## config.mk

```make
export PLATFORM = sky130hd
export DESIGN_NAME = power_on_off_control
export DESIGN_NICKNAME = d
export VERILOG_FILES = /design/src/inc/pwr_pkg.sv /design/src/hw/power_on_off_control.sv
export SDC_FILE = /design/constraint.sdc
export NUM_CORES = 1
export LEC_CHECK = 0
export ABC_CLOCK_PERIOD_IN_PS = 2700
export BUFFER_PORTS_ARGS = -buffer_cell sky130_fd_sc_hd__buf_4
export CAP_MARGIN = 10
export CORE_ASPECT_RATIO = 1.75
export CORE_MARGIN = 3
export CORE_UTILIZATION = 45
export DETAILED_ROUTE_END_ITERATION = 10
export PLACE_DENSITY = 0.71
export REMOVE_ABC_BUFFERS = 1
export SYNTH_ARGS = -nofsm -noshare
export SYNTH_HDL_FRONTEND = slang
export SYNTH_SLANG_ARGS = --single-unit
```

## constraint.sdc

```tcl
create_clock -name core_clk_i -period 2.7 [get_ports core_clk_i]
set_input_delay 0.27 -clock core_clk_i [delete_from_list [all_inputs] [get_ports core_clk_i]]
set_output_delay 0.27 -clock core_clk_i [all_outputs]
set_load 0.02 [all_outputs]
```

## src/inc/pwr_pkg.sv

```systemverilog
package pwr_pkg;

  // ------------------------------------------------------------
  // register map
  // ------------------------------------------------------------
  localparam logic [7:0] CTRL_ADDR = 8'h00;
  localparam logic [7:0] STATUS_ADDR = 8'h04;
  localparam int ADDR_W = 8;
  localparam int DATA_W = 32;

  // control register, bits 3..0 of the word
  typedef struct packed {
    logic slide_switch_monitor; // bit 3
    logic slide_switch_power;   // bit 2
    logic serial_select;        // bit 1
    logic power_keep_alive;     // bit 0
  } ctrl_t;

  localparam ctrl_t CTRL_RESET = 4'h0;
  localparam logic [27:0] CTRL_PAD = 28'h0000000;

  // status register, bits 1..0 of the word
  typedef struct packed {
    logic mode_level; // bit 1
    logic powered;    // bit 0
  } status_t;

  localparam logic [29:0] STATUS_PAD = 30'h00000000;

  // register port request
  typedef struct packed {
    logic [ADDR_W-1:0] addr;
    logic [DATA_W-1:0] wdata;
    logic wr;
    logic rd;
  } reg_req_t;

  // ------------------------------------------------------------
  // timing
  // ------------------------------------------------------------
  localparam int unsigned CLK_HZ = 10_000_000;
  localparam int unsigned UP_HOLD_US = 2_000;      // more than 2 ms high
  localparam int unsigned SLIDE_OFF_US = 10_000;   // 10 ms low
  localparam int unsigned BTN_OFF_US = 2_400_000;  // more than 2.4 s high
  // least times convert exactly; strictly longer ones get one more cycle
  localparam int unsigned UP_HOLD_CYC = (UP_HOLD_US * (CLK_HZ / 1_000_000)) + 1;
  localparam int unsigned SLIDE_OFF_CYC = SLIDE_OFF_US * (CLK_HZ / 1_000_000);
  localparam int unsigned BTN_OFF_CYC = (BTN_OFF_US * (CLK_HZ / 1_000_000)) + 1;

  localparam int CNT_W = 25;
  typedef logic [CNT_W-1:0] cnt_t;
  localparam cnt_t CNT_ZERO = 25'h0000000;
  localparam cnt_t CNT_ONE = 25'h0000001;
  localparam cnt_t CNT_MAX = 25'h1FFFFFF;

  // ------------------------------------------------------------
  // power state
  // ------------------------------------------------------------
  typedef enum logic {
    PWR_OFF,
    PWR_ON
  } pwr_state_t;

  typedef struct packed {
    pwr_state_t st;
    logic [2:0] mode_sync;
    logic [2:0] sda_sync;
    logic mode_lvl;
    logic sda_lvl;
    cnt_t cnt;
    ctrl_t ctrl;
    logic [DATA_W-1:0] rdata;
    logic chip_on;
    logic bypass_en;
  } state_t;

endpackage : pwr_pkg

```

## src/hw/power_on_off_control.sv

```systemverilog
`timescale 1ns/1ps

// Operation
// stand-alone: power up after mode pin held high longer than 2 ms
// serial control: power up on a start condition of the two-wire bus
// slider modes: shut down after mode pin held low for 10 ms
// button mode, running: shut down after mode pin high longer than 2.4 s
// power down when software writes the keep-alive bit to zero
// host sets serial-control-select before clearing the keep-alive bit
// bypass switches disabled while powered, enabled while off
// two config bits select button, slider or full slider mode
// level timers need a continuous level and restart on any change
module power_on_off_control #(
  parameter int unsigned UP_CYC = pwr_pkg::UP_HOLD_CYC,
  parameter int unsigned SLIDE_CYC = pwr_pkg::SLIDE_OFF_CYC,
  parameter int unsigned BTN_CYC = pwr_pkg::BTN_OFF_CYC
) (
  // clock and reset
  input wire logic core_clk_i,
  input wire logic rst_b_i,
  // pins: mode pin doubles as serial clock
  input wire logic mode_scl_i,
  input wire logic sda_i,
  // register port
  input wire pwr_pkg::reg_req_t reg_req_i,
  output logic [pwr_pkg::DATA_W-1:0] rdata_o,
  // power control
  output logic chip_on_o,
  output logic bypass_en_o
);

  pwr_pkg::state_t r;
  pwr_pkg::state_t next_r;

  // --------------------------------------------------------------
  // decode helpers
  // --------------------------------------------------------------
  function automatic logic hit(input pwr_pkg::reg_req_t q, input logic [pwr_pkg::ADDR_W-1:0] a);
    hit = (q.addr == a);
  endfunction : hit

  logic start_det;
  logic ka_clear;
  logic slider_mode;
  logic button_mode;
  logic pin_up;
  logic slide_down;
  logic btn_down;
  pwr_pkg::ctrl_t wr_ctrl;

  // --------------------------------------------------------------
  // event terms
  // --------------------------------------------------------------
  always_comb begin
    wr_ctrl = pwr_pkg::ctrl_t'(reg_req_i.wdata[3:0]);
    // start condition: data falls while serial clock is high
    // built from the registered stages only, so no loop through next_r
    start_det = r.sda_lvl && !r.sda_sync[1] && !r.sda_sync[2] &&
                r.mode_lvl && (r.mode_sync[1] || r.mode_sync[2]);
    // keep-alive clear, honoured only with select already set
    ka_clear = reg_req_i.wr && hit(reg_req_i, pwr_pkg::CTRL_ADDR) &&
               !wr_ctrl.power_keep_alive && r.ctrl.serial_select;
    // mode select bits
    slider_mode = r.ctrl.slide_switch_power;
    button_mode = !r.ctrl.slide_switch_power && !r.ctrl.slide_switch_monitor;
    // qualified high level
    pin_up = !r.ctrl.serial_select && r.mode_lvl &&
             (r.cnt >= pwr_pkg::cnt_t'(UP_CYC - 1));
    // slider off level
    slide_down = !r.ctrl.serial_select && slider_mode && !r.mode_lvl &&
                 (r.cnt >= pwr_pkg::cnt_t'(SLIDE_CYC - 1));
    // long press
    btn_down = !r.ctrl.serial_select && button_mode && r.mode_lvl &&
               (r.cnt >= pwr_pkg::cnt_t'(BTN_CYC - 1));
  end

  // --------------------------------------------------------------
  // next state
  // --------------------------------------------------------------
  always_comb begin
    next_r = r;
    // three-stage synchronisers, change taken when stages 2 and 3 agree
    next_r.mode_sync = {r.mode_sync[1:0], mode_scl_i};
    next_r.sda_sync = {r.sda_sync[1:0], sda_i};
    if (r.mode_sync[1] == r.mode_sync[2]) begin
      next_r.mode_lvl = r.mode_sync[2];
    end
    if (r.sda_sync[1] == r.sda_sync[2]) begin
      next_r.sda_lvl = r.sda_sync[2];
    end

    // register writes
    if (reg_req_i.wr && hit(reg_req_i, pwr_pkg::CTRL_ADDR)) begin
      next_r.ctrl = wr_ctrl;
    end

    // power state machine
    case (r.st)
      pwr_pkg::PWR_OFF: begin
        // pin power-up
        if (pin_up) begin
          next_r.st = pwr_pkg::PWR_ON;
        // start condition power-up
        end else if (r.ctrl.serial_select && start_det) begin
          next_r.st = pwr_pkg::PWR_ON;
        end
      end
      pwr_pkg::PWR_ON: begin
        // shutdown sources
        if (ka_clear || slide_down || btn_down) begin
          next_r.st = pwr_pkg::PWR_OFF;
        end
      end
      default: begin
        next_r.st = pwr_pkg::PWR_OFF;
      end
    endcase

    // keep-alive is set by hardware at power-up; the set wins over a write
    if (r.st == pwr_pkg::PWR_OFF && next_r.st == pwr_pkg::PWR_ON) begin
      next_r.ctrl.power_keep_alive = 1'b1;
    end

    // timer restarts on any level or state change
    if (next_r.mode_lvl != r.mode_lvl || next_r.st != r.st) begin
      next_r.cnt = pwr_pkg::CNT_ZERO;
    end else if (r.cnt != pwr_pkg::CNT_MAX) begin
      next_r.cnt = r.cnt + pwr_pkg::CNT_ONE;
    end

    // bypass follows the power state
    next_r.chip_on = (next_r.st == pwr_pkg::PWR_ON);
    next_r.bypass_en = (next_r.st != pwr_pkg::PWR_ON);

    // read data stand for one cycle only
    next_r.rdata = '0;
    if (reg_req_i.rd) begin
      if (hit(reg_req_i, pwr_pkg::CTRL_ADDR)) begin
        next_r.rdata = {pwr_pkg::CTRL_PAD, r.ctrl};
      end else if (hit(reg_req_i, pwr_pkg::STATUS_ADDR)) begin
        next_r.rdata = {pwr_pkg::STATUS_PAD, r.mode_lvl, r.chip_on};
      end
    end
  end

  // --------------------------------------------------------------
  // state register
  // --------------------------------------------------------------
  always_ff @(posedge core_clk_i or negedge rst_b_i) begin
    if (!rst_b_i) begin
      r.st <= pwr_pkg::PWR_OFF;
      r.mode_sync <= 3'h0;
      r.sda_sync <= 3'h7;
      r.mode_lvl <= 1'b0;
      r.sda_lvl <= 1'b1;
      r.cnt <= pwr_pkg::CNT_ZERO;
      r.ctrl <= pwr_pkg::CTRL_RESET;
      r.rdata <= '0;
      r.chip_on <= 1'b0;
      r.bypass_en <= 1'b1;
    end else begin
      r <= next_r;
    end
  end

  // outputs straight from flip-flops
  assign rdata_o = r.rdata;
  assign chip_on_o = r.chip_on;
  assign bypass_en_o = r.bypass_en;
endmodule : power_on_off_control

```

==> results.rst <==
.. list-table::
   :header-rows: 1

   * - Metric
     - Value
   * - Result of the run
     - finished, final reports clean
   * - Class of the worst hold path
     - primary input to flip-flop
   * - Max-capacitance violation count
     - 0
   * - Most common cell after layout, fill and taps aside
     - sky130_fd_sc_hd__dfrtp_1
   * - Switching power total
     - 0.388 mW
   * - Syn Inst Count
     - 272
   * - Top-level I/O count
     - 80
   * - FF-to-FF End
     - r[42]
   * - Proportion of power drawn by flip-flops and latches
     - 0.506
   * - Placed insts
     - 353
   * - Worst setup EP type
     - flip-flop
   * - Clock tree from TritonCTS
     - yes
   * - Via density per instance
     - 5.67
   * - Critical path fanouts, max
     - 25
   * - Commonest non-fill, non-tap cells in the layout
     - 38 x sky130_fd_sc_hd__dfrtp_1, 28 x sky130_fd_sc_hd__conb_1, 26 x sky130_fd_sc_hd__nor4_1, 26 x sky130_fd_sc_hd__buf_4, 20 x sky130_fd_sc_hd__xnor2_1
   * - Fraction of the yosys area taken by sequential cells
     - 0.400
   * - Number of cells on the worst reg-to-reg path
     - 5
   * - Setup violators final
     - 0
   * - Buffer type at the clock tree root
     - sky130_fd_sc_hd__clkbuf_8
   * - Count of input and output buffers
     - 23
   * - Register-to-register path setup slack
     - 0.32 ns
   * - # diodes
     - 0
   * - Detail Route Antenna Nets
     - 0
   * - DR iter-0 viols
     - 166
   * - Clock buffers created by TritonCTS
     - 5
   * - Synthesized area divided by synthesized cell count
     - 9.95 um^2
   * - Utilization after layout
     - 0.509
   * - Number of hold violations in the final report
     - 0
   * - Number of levels in the clock H-tree
     - 2
   * - Maximum resistive drop on vdd
     - 0.000215 V
   * - Comb pwr share
     - 0.136
   * - Clock share of power
     - 0.358
   * - Register clock-pin slew on the reported worst setup and hold paths
     - 0.08 ns
   * - Initial antenna violation count
     - 0
   * - Unrepaired setup endpoints after global routing
     - false
   * - Crit Path Class
     - flip-flop to flip-flop
   * - Hold slack final
     - 0.0748 ns
   * - R2R Path Start
     - r[58]
   * - First-pass GRT wire length
     - 9430 um
   * - Post-synth design cell area
     - 0.00271 mm^2
   * - Internal power consumption
     - 1.06 mW
   * - Leakage Power
     - 1.20 nW
   * - Maximum number of pins on one net before global-route repair
     - 44
   * - DIE WIDTH
     - 64.6 um
   * - # DRC
     - 0
   * - Count of synthesis-stage warnings from yosys
     - 0
   * - Number of register bits inferred by synthesis
     - 43
   * - Final count of pins violating max slew
     - 0
   * - Arrival time at the worst endpoint
     - 2.56 ns
   * - Highest-utilization routing layer at the global route stage
     - met2
   * - Chip height
     - 109 um
   * - Switching power share of the total
     - 0.269
   * - Number of placement rows
     - 36
   * - Worst Setup Start Kind
     - flip-flop
   * - Number of synthesized flops with an enable pin
     - 0
   * - Post-synth ARST share
     - 1.00
   * - Detailed Routing Iterations Pass 1
     - 7
   * - Final wirelength
     - 5710 um
   * - Clock Path Buffers
     - 2
   * - Relative area change from synthesis to final layout
     - 6.80%
   * - Clock Skews
     - 0.00606 ns
   * - Area of the core
     - 0.00568 mm^2
   * - Origin of the worst setup path
     - r[58]
   * - Weighted congestion at the end of routability-driven global placement
     - 0.892
   * - Dominant register cell in the synthesized netlist
     - sky130_fd_sc_hd__dfrtp_1
   * - DP Area
     - 0.00276 mm^2
   * - Share of layout cells above drive strength 1
     - 0.203
   * - Post-Place Worst Slack
     - 0.277 ns
   * - Final worst-path cycle share
     - 0.880
   * - Crit path capture
     - r[42]
   * - Initial cell density of the core
     - 0.477
   * - # clock sinks
     - 43
   * - Least-Margin Pin Slew
     - 1.14 ns
   * - Residual overflow from global routing
     - 0
   * - Critical path data required time
     - 2.89 ns
   * - Via count of the first global-routing pass
     - 2087
   * - Dpl hpwl
     - 3990 um
   * - Final cell count without fillers
     - 362
   * - Final standard cell area without fillers
     - 0.00289 mm^2
   * - GRT Overall Usage
     - 0.170
   * - Wire length per cell after detailed routing
     - 15.8 um
   * - Distinct cell type count of the synthesized netlist
     - 56
   * - Power per cell area
     - 500 mW/mm^2
   * - Maximum operating frequency
     - 0.421 GHz
   * - Clk_lat worst skew
     - 0.29 ns
   * - # nets final
     - 334
   * - Met2 usage
     - 0.306
   * - Normalized max-slew margin
     - 0.242
   * - GRT met1 Usage
     - 0.181
   * - Met3 demand-to-capacity share in global routing
     - 0.0260
   * - DR vias
     - 2053
   * - Final critical path time including I/O delays and setup
     - 2.38 ns
   * - Die area
     - 0.00702 mm^2
   * - Worst setup margin
     - 0.324 ns
[sequential cells by signal, indices dropped and copies added, names as in the netlist]
signal / flops
r: 32
next_r: 4
rdata_o: 4
bypass_en_o: 1
chip_on_o: 1
slider_mode: 1
[synth_stat cells, types with 3 or more instances]
cell,number,area (um^2)
sky130_fd_sc_hd__dfrtp_1,38,951
sky130_fd_sc_hd__buf_4,33,248
sky130_fd_sc_hd__nor4_1,28,175
sky130_fd_sc_hd__xnor2_1,20,175
sky130_fd_sc_hd__nand2_1,18,67.6
sky130_fd_sc_hd__nand3_1,10,50.1
sky130_fd_sc_hd__a21oi_1,8,40.0
sky130_fd_sc_hd__inv_1,8,30.0
sky130_fd_sc_hd__a211oi_1,7,52.6
sky130_fd_sc_hd__and4_1,6,52.6
sky130_fd_sc_hd__and3_1,5,31.3
sky130_fd_sc_hd__buf_2,5,25.0
sky130_fd_sc_hd__buf_6,5,56.3
sky130_fd_sc_hd__dfstp_2,5,131
sky130_fd_sc_hd__nand4_1,5,31.3
sky130_fd_sc_hd__nor2_1,5,18.8
sky130_fd_sc_hd__clkbuf_1,4,15.0
sky130_fd_sc_hd__mux2i_1,4,40.0
sky130_fd_sc_hd__nor3_1,4,20.0
sky130_fd_sc_hd__o21ai_0,4,20.0
sky130_fd_sc_hd__a2111oi_1,3,30.0
sky130_fd_sc_hd__ha_1,3,37.5
sky130_fd_sc_hd__mux2_2,3,33.8
sky130_fd_sc_hd__nor3b_1,3,22.5
sky130_fd_sc_hd__nor4_2,3,37.5
sky130_fd_sc_hd__xor2_1,3,26.3
[cell type report]
| type | count | area (um^2) |
|---|---|---|
| Fill cell | 560 | 2790 |
| Clock inverter | 2 | 35.0 |
| Timing Repair Buffer | 27 | 205 |
| Multi-Input combinational cell | 200 | 1360 |
| Sequential cell | 43 | 1080 |
| Tap cell | 76 | 95.1 |
| Inverter | 8 | 30.0 |
| Clock buffer | 6 | 82.6 |
[worst max-delay path: stages (launching register included)]
cell                       delay [ns]
sky130_fd_sc_hd__dfrtp_1         0.46
sky130_fd_sc_hd__nor4_1          0.48
sky130_fd_sc_hd__a41oi_1         0.21
sky130_fd_sc_hd__a211oi_2        0.35
sky130_fd_sc_hd__o21ai_2         0.39
sky130_fd_sc_hd__nor4_1          0.37
[power groups by stage]
stage | clock (mW) | combinational, mW | sequential [mW]
global route | 0.547 | 0.221 | 0.735
detailed placement | 0 | 0.196 | 0.742
global placement | 0 | 0.191 | 0.740
finish | 0.518 | 0.197 | 0.731
CTS | 0.529 | 0.199 | 0.729
floorplan | 0 | 0.137 | 0.731
[stage by stage]
step / setup TNS, ns / power (mW)
final: 0 / 1.45
after global routing: 0 / 1.50
after CTS: 0 / 1.46
after detailed placement: 0 / 0.938
after global placement: 0 / 0.931
after floorplan: -2.15 / 0.868
[timing repair]
item                                   4_1_cts  5_1_grt
endpoints found under the hold margin       38        0
setup endpoints to repair                    0       15
hold buffers                                 1        0
resized for setup                            0        1
buffers inserted                             0        0
[cells by family after synthesis]
family                     Yosys count  share of synthesized area
adders and majority gates            4                     0.0176
muxes                                7                     0.0273
DFF                                 43                      0.400
and+or+nand+nor                    102                      0.238
xor gates and xnor gates            23                     0.0744
other                                1                    0.00139
AOI/OAI and AO/OA                   36                      0.102
buffers and inverters               56                      0.140
[metal layers]
| metal | vias to the layer above | part of all wire |
|---|---|---|
| li1 | 963 | - |
| met5 | - | 0 |
| met4 | 0 | 0.033 |
| met3 | 17 | 0.055 |
| met2 | 90 | 0.53 |
| met1 | 983 | 0.38 |
[worst min path at each step]
stage,from,to,cells after the start
after floorplan,rst_b_i,chip_on_o,0
after global placement,rst_b_i,r[59],1
after detailed placement,rst_b_i,r[59],1
after CTS,mode_scl_i,next_r[69],1
after global routing,mode_scl_i,next_r[69],1
final,mode_scl_i,next_r[69],1
Note: power is estimated with default switching activity, not from simulation.
